### config.mk
export PLATFORM = sky130hd
export DESIGN_NAME = conv_sequencer
export DESIGN_NICKNAME = d
export VERILOG_FILES = /design/src/verilog/conv_ctrl_pkg.sv /design/src/verilog/conv_sequencer.sv
export SDC_FILE = /design/constraint.sdc
export NUM_CORES = 1
export LEC_CHECK = 0
export BUFFER_PORTS_ARGS = -buffer_cell sky130_fd_sc_hd__buf_2
export CAP_MARGIN = 20
export CORE_UTILIZATION = 35
export DETAILED_ROUTE_END_ITERATION = 6
export PLACE_DENSITY = 0.53
export SLEW_MARGIN = 20
export SYNTH_ARGS = -nofsm -noshare
export SYNTH_HDL_FRONTEND = slang
export SYNTH_SLANG_ARGS = --single-unit
### constraint.sdc
create_clock -name pclk -period 4.9 [get_ports pclk]
set_input_delay 0.49 -clock pclk [delete_from_list [all_inputs] [get_ports pclk]]
set_output_delay 0.49 -clock pclk [all_outputs]
set_load 0.01 [all_outputs]
### src/verilog/conv_ctrl_pkg.sv
// Purpose: shared constants and carriers of the converter sequencer block
// Assumes: apb register bus, converter clock equal to pclk
// Notes: offsets are byte addresses of 32-bit words
package conv_ctrl_pkg;
    // register byte offsets
    localparam logic [7:0] CTRL_OFFSET = 8'h00;
    localparam logic [7:0] RESULT_OFFSET = 8'h04;
    localparam logic [7:0] STATUS_OFFSET = 8'h08;
    localparam logic [7:0] COUNT_OFFSET = 8'h0C;
    localparam logic [7:0] START_ADDR_OFFSET = 8'h10;
    // control register field positions
    localparam int CTRL_ENABLE_BIT = 0;
    localparam int CTRL_START_BIT = 1;
    localparam int CTRL_SEQ_LSB = 2;
    localparam int CTRL_MSC_BIT = 4;
    localparam int CTRL_SHT_LSB = 5;
    localparam int CTRL_TWO_BLOCK_BIT = 7;
    localparam int CTRL_FORMAT_BIT = 8;
    localparam int CTRL_SRC_LSB = 9;
    localparam int CTRL_CHAN_LSB = 12;
    // status register field positions
    localparam int STAT_BUSY_BIT = 0;
    localparam int STAT_FLAG_BIT = 1;
    localparam int STAT_BLOCK_ONE_BIT = 2;
    // reset values
    localparam logic [15:0] START_ADDR_RESET = 16'h0200;
    localparam logic [7:0] COUNT_RESET = 8'h00;
    // timing in converter clock cycles, then the byte address step per word
    localparam logic [6:0] SAMPLE_CYCLES_0 = 7'd4;
    localparam logic [6:0] SAMPLE_CYCLES_1 = 7'd8;
    localparam logic [6:0] SAMPLE_CYCLES_2 = 7'd16;
    localparam logic [6:0] SAMPLE_CYCLES_3 = 7'd64;
    localparam logic [6:0] CONVERT_CYCLES = 7'd13;
    localparam logic [15:0] WORD_STEP = 16'h0002;

    typedef enum logic [1:0]
    {
        MODE_SINGLE = 2'b00,
        MODE_SEQUENCE = 2'b01,
        MODE_REPEAT_SINGLE = 2'b10,
        MODE_REPEAT_SEQUENCE = 2'b11
    } seq_mode_t;

    // towards the analog core
    typedef struct packed
    {
        logic sampling_signal;
        logic converting;
        logic [3:0] channel;
    } core_ctrl_t;

    // towards the on-chip memory bus
    typedef struct packed
    {
        logic write;
        logic [15:0] addr;
        logic [15:0] data;
    } mem_req_t;
endpackage

### src/verilog/conv_sequencer.sv
// Purpose: converter mode sequencer and result transfer controller
// Assumes: converter clock is pclk; trigger pins synchronous to pclk
// Notes: apb slave with zero wait states; cpu halt is one cycle per word
// Summary of operation
// - sequence select 00 single, 01 sequence, 10 repeat single, 11 repeat seq
// - single mode converts selected channel once into result register
// - software start retriggers single mode; other sources need enable toggle
// - sequence mode converts selected channel down to channel zero, then stops
// - repeat single keeps converting selected channel, updating result
// - repeat sequence runs down to zero, then waits for next trigger
// - multi-sample-convert: first edge starts, later conversions start alone
// - multi-sample-convert ignores edges until sequence ends or enable toggles
// - clearing enable in single mode aborts at once; result undefined
// - clearing enable in repeat single finishes current conversion, halts
// - clearing enable in sequence modes finishes through channel zero
// - mode zero with enable cleared stops any activity immediately
// - transfer controller active with nonzero count; each result loads one
// - each transfer is one bus cycle with the cpu held halted
// - one-block layout: n words from start address to start plus 2n-2
// - hidden pointer steps by two, hidden counter counts down per word
// - one-block stops at zero until start or count rewritten; flag on block end
// - two-block layout: second block from start plus 2n to plus 4n-2
// - first block full sets flag and block-one, reloads counter with n
// - second block full sets flag and clears block-one indicator
// - rising edge on selected trigger source starts a conversion
// - sampling signal high 4, 8, 16 or 64 cycles after synchronizing
// - sampling falling edge starts a 13 cycle conversion
// - no new run starts without enable, a sequence may finish; most fields writable only while disabled
`timescale 1ns/1ps
module conv_sequencer
    import conv_ctrl_pkg::*;
(
    input wire logic pclk, // bus and converter clock
    input wire logic presetn, // asynchronous reset, active low
    input wire logic psel, // apb select
    input wire logic penable, // apb access phase
    input wire logic pwrite, // apb direction, high for write
    input wire logic [7:0] paddr, // apb byte address
    input wire logic [31:0] pwdata, // apb write data
    output logic [31:0] prdata, // apb read data
    output logic pready, // apb ready
    output logic pslverr, // apb error on unmapped address
    input wire logic [2:0] timer_trigger, // timer output trigger sources
    input wire logic [9:0] core_result, // core result, valid at convert end
    output conv_ctrl_pkg::core_ctrl_t core_ctrl, // sampling and channel
    output conv_ctrl_pkg::mem_req_t mem_req, // one-cycle memory write
    output logic cpu_halt // holds the cpu during a transfer
);
    import conv_ctrl_pkg::*;

    typedef enum logic [1:0] {IDLE, SAMPLE, CONVERT} conv_state_t;

    function automatic logic [6:0] sample_len(input logic [1:0] sel);
        case (sel)
            2'd0: sample_len = SAMPLE_CYCLES_0;
            2'd1: sample_len = SAMPLE_CYCLES_1;
            2'd2: sample_len = SAMPLE_CYCLES_2;
            default: sample_len = SAMPLE_CYCLES_3;
        endcase
    endfunction

    // control fields
    logic conversion_enable;
    logic software_start_bit;
    seq_mode_t conversion_sequence_select;
    logic multi_sample_convert;
    logic [1:0] sample_time_select;
    logic two_block_select;
    logic twos_format;
    logic [1:0] trigger_source;
    logic [3:0] input_channel_select;
    logic [15:0] conversion_result_register;
    logic converter_interrupt_flag;
    logic block_one_indicator;
    logic [7:0] transfer_count_register;
    logic [15:0] transfer_start_address;

    // sequencer state
    conv_state_t state;
    logic [6:0] cycle_count;
    logic [3:0] cur_channel;
    logic session; // run of any mode under way, held between channels
    logic msc_lock;
    logic armed;
    logic trig_prev;
    logic enable_prev;
    logic result_load;

    // transfer controller state
    logic [15:0] xfer_ptr;
    logic [7:0] xfer_cnt;
    logic xfer_live;
    logic second_block;

    logic wr_en;
    logic ctrl_wr;
    logic flag_clr;
    logic trig_level;
    logic trig_rise;
    logic abort;
    logic start_ok;
    logic conv_done;
    logic last_in_seq;
    logic seq_mode;
    logic xfer_fire;
    logic converter_busy_flag;
    logic [15:0] formatted;

    assign wr_en = psel && penable && pwrite;
    assign ctrl_wr = wr_en && paddr == CTRL_OFFSET;
    assign flag_clr = wr_en && paddr == STATUS_OFFSET
        && pwdata[STAT_FLAG_BIT];
    assign pready = 1'b1;

    // register writes
    always_ff @(posedge pclk or negedge presetn)
    begin
        if (!presetn)
        begin
            conversion_enable <= 1'b0;
            conversion_sequence_select <= MODE_SINGLE;
            multi_sample_convert <= 1'b0;
            sample_time_select <= 2'b00;
            two_block_select <= 1'b0;
            twos_format <= 1'b0;
            trigger_source <= 2'b00;
            input_channel_select <= 4'h0;
        end
        else if (ctrl_wr)
        begin
            conversion_enable <= pwdata[CTRL_ENABLE_BIT];
            // fields frozen while enabled; a write that clears enable may
            // change them in the same access so that a stop works
            if (!conversion_enable || !pwdata[CTRL_ENABLE_BIT])
            begin
                conversion_sequence_select <= seq_mode_t'(
                    pwdata[CTRL_SEQ_LSB +: 2]);
                multi_sample_convert <= pwdata[CTRL_MSC_BIT];
                sample_time_select <= pwdata[CTRL_SHT_LSB +: 2];
                two_block_select <= pwdata[CTRL_TWO_BLOCK_BIT];
                twos_format <= pwdata[CTRL_FORMAT_BIT];
                trigger_source <= pwdata[CTRL_SRC_LSB +: 2];
                input_channel_select <= pwdata[CTRL_CHAN_LSB +: 4];
            end
        end
    end

    // start bit reads back as zero; it acts for one cycle
    always_ff @(posedge pclk or negedge presetn)
    begin
        if (!presetn)
            software_start_bit <= 1'b0;
        else
            software_start_bit <= ctrl_wr && pwdata[CTRL_START_BIT];
    end

    always_ff @(posedge pclk or negedge presetn)
    begin
        if (!presetn)
        begin
            transfer_count_register <= COUNT_RESET;
            transfer_start_address <= START_ADDR_RESET;
        end
        else if (wr_en)
        begin
            if (paddr == COUNT_OFFSET)
                transfer_count_register <= pwdata[7:0];
            if (paddr == START_ADDR_OFFSET)
                transfer_start_address <= pwdata[15:0];
        end
    end

    // trigger selection and edge detect; the registered copy is the sync
    assign trig_level = (trigger_source == 2'b00) ? software_start_bit
        : timer_trigger[trigger_source - 2'd1];
    assign trig_rise = trig_level && !trig_prev;

    always_ff @(posedge pclk or negedge presetn)
    begin
        if (!presetn)
        begin
            trig_prev <= 1'b0;
            enable_prev <= 1'b0;
        end
        else
        begin
            trig_prev <= trig_level;
            enable_prev <= conversion_enable;
        end
    end

    assign seq_mode = conversion_sequence_select[0];
    // single mode aborts on enable low; mode zero plus disable stops all
    assign abort = !conversion_enable
        && conversion_sequence_select == MODE_SINGLE;
    // a sequence already under way may finish its channels after disable
    assign start_ok = trig_rise && armed && !msc_lock
        && (conversion_enable || (session && seq_mode));
    assign conv_done = state == CONVERT && cycle_count == 7'd1;
    assign last_in_seq = !seq_mode || cur_channel == 4'h0;
    assign converter_busy_flag = state != IDLE || session;

    // conversion state machine
    always_ff @(posedge pclk or negedge presetn)
    begin
        if (!presetn)
        begin
            state <= IDLE;
            cycle_count <= 7'd0;
            cur_channel <= 4'h0;
            session <= 1'b0;
        end
        else if (abort)
        begin
            state <= IDLE;
            cycle_count <= 7'd0;
            session <= 1'b0;
        end
        else
        begin
            case (state)
                IDLE:
                begin
                    if (start_ok)
                    begin
                        state <= SAMPLE;
                        cycle_count <= sample_len(sample_time_select);
                        if (!session)
                            cur_channel <= input_channel_select;
                        session <= 1'b1;
                    end
                end
                SAMPLE:
                begin
                    cycle_count <= cycle_count - 7'd1;
                    if (cycle_count == 7'd1)
                    begin
                        state <= CONVERT;
                        cycle_count <= CONVERT_CYCLES;
                    end
                end
                CONVERT:
                begin
                    cycle_count <= cycle_count - 7'd1;
                    if (conv_done)
                    begin
                        case (conversion_sequence_select)
                            MODE_SINGLE:
                                session <= 1'b0;
                            MODE_SEQUENCE:
                            begin
                                if (last_in_seq)
                                    session <= 1'b0;
                                else
                                    cur_channel <= cur_channel - 4'h1;
                            end
                            MODE_REPEAT_SINGLE:
                                session <= conversion_enable;
                            default:
                            begin
                                if (last_in_seq)
                                begin
                                    cur_channel <= input_channel_select;
                                    session <= conversion_enable;
                                end
                                else
                                    cur_channel <= cur_channel - 4'h1;
                            end
                        endcase
                        // automatic restart skips the trigger wait
                        if (multi_sample_convert && conversion_enable
                            && conversion_sequence_select != MODE_SINGLE
                            && !(conversion_sequence_select == MODE_SEQUENCE
                            && last_in_seq))
                        begin
                            state <= SAMPLE;
                            cycle_count <= sample_len(sample_time_select);
                        end
                        else if (seq_mode && !last_in_seq
                            && multi_sample_convert)
                        begin
                            // disabled mid-sequence: keep running to zero
                            state <= SAMPLE;
                            cycle_count <= sample_len(sample_time_select);
                        end
                        else
                            state <= IDLE;
                    end
                end
                default:
                    state <= IDLE;
            endcase
        end
    end

    // edge lock for multi-sample-convert runs
    always_ff @(posedge pclk or negedge presetn)
    begin
        if (!presetn)
            msc_lock <= 1'b0;
        else if (abort || (enable_prev && !conversion_enable))
            msc_lock <= 1'b0;
        else if (conv_done && conversion_sequence_select == MODE_SEQUENCE
            && last_in_seq)
            msc_lock <= 1'b0;
        else if (start_ok && multi_sample_convert
            && conversion_sequence_select != MODE_SINGLE)
            msc_lock <= 1'b1;
    end

    // timer-started single runs need enable to be set again
    always_ff @(posedge pclk or negedge presetn)
    begin
        if (!presetn)
            armed <= 1'b1;
        else if (conversion_enable && !enable_prev)
            armed <= 1'b1;
        else if (conv_done && trigger_source != 2'b00 && last_in_seq
            && !conversion_sequence_select[1])
            armed <= 1'b0;
    end

    // straight binary keeps upper bits zero; otherwise bit 9 inverted and sign extended
    assign formatted = twos_format
        ? {{7{~core_result[9]}}, core_result[8:0]}
        : {6'h00, core_result};

    always_ff @(posedge pclk or negedge presetn)
    begin
        if (!presetn)
        begin
            conversion_result_register <= 16'h0000;
            result_load <= 1'b0;
        end
        else
        begin
            result_load <= conv_done && !abort;
            if (conv_done && !abort)
                conversion_result_register <= formatted;
        end
    end

    // transfer controller
    assign xfer_fire = result_load && transfer_count_register != 8'h00
        && xfer_live && xfer_cnt != 8'h00;

    always_ff @(posedge pclk or negedge presetn)
    begin
        if (!presetn)
        begin
            xfer_ptr <= START_ADDR_RESET;
            xfer_cnt <= COUNT_RESET;
            xfer_live <= 1'b0;
            second_block <= 1'b0;
        end
        else if (wr_en && (paddr == START_ADDR_OFFSET
            || paddr == COUNT_OFFSET))
        begin
            // rewriting the setup restarts at block one
            xfer_ptr <= (paddr == START_ADDR_OFFSET) ? pwdata[15:0]
                : transfer_start_address;
            xfer_cnt <= (paddr == COUNT_OFFSET) ? pwdata[7:0]
                : transfer_count_register;
            xfer_live <= 1'b1;
            second_block <= 1'b0;
        end
        else if (xfer_fire)
        begin
            xfer_ptr <= xfer_ptr + WORD_STEP;
            if (xfer_cnt == 8'h01)
            begin
                if (two_block_select && !second_block)
                begin
                    xfer_cnt <= transfer_count_register;
                    second_block <= 1'b1;
                end
                else
                begin
                    xfer_cnt <= 8'h00;
                    xfer_live <= 1'b0;
                end
            end
            else
                xfer_cnt <= xfer_cnt - 8'h01;
        end
    end

    always_ff @(posedge pclk or negedge presetn)
    begin
        if (!presetn)
        begin
            mem_req <= '0;
            cpu_halt <= 1'b0;
        end
        else
        begin
            mem_req.write <= xfer_fire;
            cpu_halt <= xfer_fire;
            if (xfer_fire)
            begin
                mem_req.addr <= xfer_ptr;
                mem_req.data <= conversion_result_register;
            end
        end
    end

    // flags: a hardware set wins over a software clear in the same cycle
    always_ff @(posedge pclk or negedge presetn)
    begin
        if (!presetn)
        begin
            converter_interrupt_flag <= 1'b0;
            block_one_indicator <= 1'b0;
        end
        else
        begin
            if ((xfer_fire && xfer_cnt == 8'h01)
                || (result_load && transfer_count_register == 8'h00))
                converter_interrupt_flag <= 1'b1;
            else if (flag_clr)
                converter_interrupt_flag <= 1'b0;
            if (xfer_fire && xfer_cnt == 8'h01 && two_block_select)
                block_one_indicator <= !second_block;
        end
    end

    always_ff @(posedge pclk or negedge presetn)
    begin
        if (!presetn)
            core_ctrl <= '0;
        else
        begin
            core_ctrl.sampling_signal <= state == SAMPLE;
            core_ctrl.converting <= state == CONVERT;
            core_ctrl.channel <= cur_channel;
        end
    end

    // read mux; unmapped addresses answer with an error and zero data
    always_comb
    begin
        prdata = 32'h0000_0000;
        pslverr = 1'b0;
        if (paddr == CTRL_OFFSET)
        begin
            prdata[CTRL_ENABLE_BIT] = conversion_enable;
            prdata[CTRL_SEQ_LSB +: 2] = conversion_sequence_select;
            prdata[CTRL_MSC_BIT] = multi_sample_convert;
            prdata[CTRL_SHT_LSB +: 2] = sample_time_select;
            prdata[CTRL_TWO_BLOCK_BIT] = two_block_select;
            prdata[CTRL_FORMAT_BIT] = twos_format;
            prdata[CTRL_SRC_LSB +: 2] = trigger_source;
            prdata[CTRL_CHAN_LSB +: 4] = input_channel_select;
        end
        else if (paddr == RESULT_OFFSET)
            prdata[15:0] = conversion_result_register;
        else if (paddr == STATUS_OFFSET)
        begin
            prdata[STAT_BUSY_BIT] = converter_busy_flag;
            prdata[STAT_FLAG_BIT] = converter_interrupt_flag;
            prdata[STAT_BLOCK_ONE_BIT] = block_one_indicator;
        end
        else if (paddr == COUNT_OFFSET)
            prdata[7:0] = transfer_count_register;
        else if (paddr == START_ADDR_OFFSET)
            prdata[15:0] = transfer_start_address;
        else
            pslverr = psel && penable;
    end
endmodule

==> run metrics <==
clk_lat worst skew 0.43 ns; Max clock buf depth 2; Initial DRT Pass Iterations 5; CTS Hold Bufs 0; FF-to-FF Start transfer_count_register[7]; WL/cell 17.9 um; post-synthesis register bit count 131; row cnt 52; vias in the first global route 5519; drt drc 0; clock sinks 131; Min-Delay Path Class input port to asynchronous set/reset pin; peak supply drop 0.197 mV; largest family of logic cells by synthesized area simple AND/OR/NAND/NOR gates; most frequent cell after synthesis dfrtp_1; main flop type after synthesis dfrtp_1; post-DR vias/cell 5.25; Post-synth EDFFs 0; Slew headroom 31.4%; yosys warns 0; Max Slew Vio Count 0; Max Freq 0.327 GHz; first-pass GRT wire length 31300 um; post-synthesis adder-cell area fraction 2.22%; setup_tns 0 ns; Ports 132; crit path buf inv count 2; Synth Area in XOR/XNOR 1.67%; register-to-register setup slack 2.15 ns; crit-path max FO 27; CTS tree built; cts bufs inserted 17; RSZ-0062 raised after global routing no; critical path type input port to primary output; Synth Instances 721; crit-path most repeated cell buf_2; setup repair bufs after CTS 0; total gr overflow 0; clk root buf clkbuf_16; outcome completed; port bufs 98; Critical Path AT 2.57 ns; area taken by multi-input logic gates 0.00359 mm^2; Critical Path Start Type input port; Slew @ Worst Pin 1.02 ns; GRT Util Overall 18.9%; FF-to-FF End block_one_indicator; CTS H-tree lvls 4; initial core utilization 36.0%; layout cells sized above 1 26.4%; largest cells by area after synthesis dfrtp_1 (44%), mux2_2 (7.8%), nand2_1 (6.2%); wirelength, routed 19300 um; Die Span Y 147 um; MaxCap Viol Count 0; mux share of post-synthesis cell area 12.5%; via count 5664; full die area 0.0215 mm^2; Clk pin slew, worst setup/hold paths 0.06 ns; largest net degree at the start of global routing 92; P&R area growth vs syn 15.4%; simple-gate portion of the synthesized area 18.7%; area leader, netlist dfrtp_1; Detail Route Antenna Nets 0; FF-to-FF path depth 6; initial DRC count 364; Netlist cell types 86; Hold Slack 0.164 ns; CP Capture Type primary output; Post-synth top cells dfrtp_1 (128), nand2_1 (122), mux2_2 (51); final core utilization 41.5%; Final nets 865; final setup vio count 0; CP peak stage delay 0.70 ns; mapped cell area 0.00733 mm^2; pwr/cell area 394 mW/mm^2; CP Data Required Time 4.41 ns; share of the yosys chip area belonging to registers 44.8%; Compound-Gate Fraction of Synth Area 13.1%; CP delay by family, top simple AND/OR/NAND/NOR gates; Tcrit/Tclk final 62.5%; Die Width 147 um; CTS resizes 0; sequential standard cell area 0.00328 mm^2; Yosys top cell area share 43.7%; Fin. Hold Viols 0; slowest CP cell nor2_4; dpl hpwl 13600 um; Clock Skews 0.0103 ns; minimum clock period 3.06 ns; GP Congestion 0.834; worst-path cell chain buf_2 -> nor4_4 -> nand2b_4 -> nor2_4 -> a221oi_1 -> a21oi_1 -> buf_2; total power 0.00334 W; LEAKAGE 4.01 nW; syn_area_per_cell 10.2 um^2; core area 0.0204 mm^2; initial antenna violation count 2; Filler cells 2034; asr flop ratio synth 100%
flip-flops by register name, indices dropped and copies added, names as in the netlist, 2 cells and up:
register and count:
cur_channel 4, core_ctrl 6, xfer_ptr 16, conversion_sequence_select 2
trigger_source 2, transfer_count_register 8, transfer_start_address 16, xfer_cnt 8
sample_time_select 2, mem_req 27, cycle_count 7, state 2
conversion_result_register 11, input_channel_select 4
stage by stage:
stage | setup WS (ns) | cells | cell area, um^2
floorplan | 2.62 | 736 | 7390
finish | 1.84 | 1079 | 8460
detailed placement | 1.81 | 1045 | 7830
global route | 1.71 | 1078 | 8460
CTS | 1.81 | 1077 | 8460
global placement | 1.81 | 1045 | 7830
layer usage:
metal	wire, um	global-route usage (%)	vias to the layer above
met3	789	3.88	20
li1	-	-	2699
met5	0	0	-
met2	8790	28.7	152
met1	9510	26.9	2793
met4	246	5.83	0
report_power, final:
| part | total, W | internal [W] | switching, W |
|---|---|---|---|
| combinational | 0.000682 | 0.000279 | 0.000403 |
| sequential | 0.00129 | 0.00119 | 0.000101 |
| clock | 0.00136 | 0.000866 | 0.000494 |
final cells by class:
type                            instances  share of cell area (%)
Clock buffer                           20                    5.28
Clock inverter                         12                    2.11
Sequential cell                       131                    38.8
Tap cell                              270                    3.99
Multi-Input combinational cell        518                    42.5
Antenna cell                            2                  0.0592
Inverter                               25                    1.14
Timing Repair Buffer                  101                    6.14
how the worst max path moves through the flow:
stage,startpoint,to,slack [ns],cells past startpoint
global route,paddr[1],prdata[3],1.71,7
global placement,paddr[1],prdata[3],1.81,7
detailed placement,paddr[1],prdata[3],1.81,7
finish,paddr[1],prdata[3],1.84,7
CTS,paddr[1],prdata[3],1.81,7
floorplan,paddr[3],prdata[4],2.62,6
logic make-up after synthesis:
| group | Yosys count |
|---|---|
| AOI/OAI and AO/OA | 131 |
| muxes | 85 |
| buffers and inverters | 87 |
| DFF | 131 |
| adders and majority gates | 13 |
| and+or+nand+nor | 258 |
| xor gates and xnor gates | 14 |
| other | 2 |
layout by cell type (no fill, tap or decap), drive strengths merged, types with 8 or more instances in the layout:
master  instances
nor2           30
and3           11
a21oi          22
nand2         123
o21ai          22
nand3          24
mux2i          34
clkbuf         20
ha             13
dfrtp         128
conb           17
buf           101
inv            27
xnor2          10
a221oi          8
mux2           51
o211ai         11
Power figures use the tool's default switching activity.
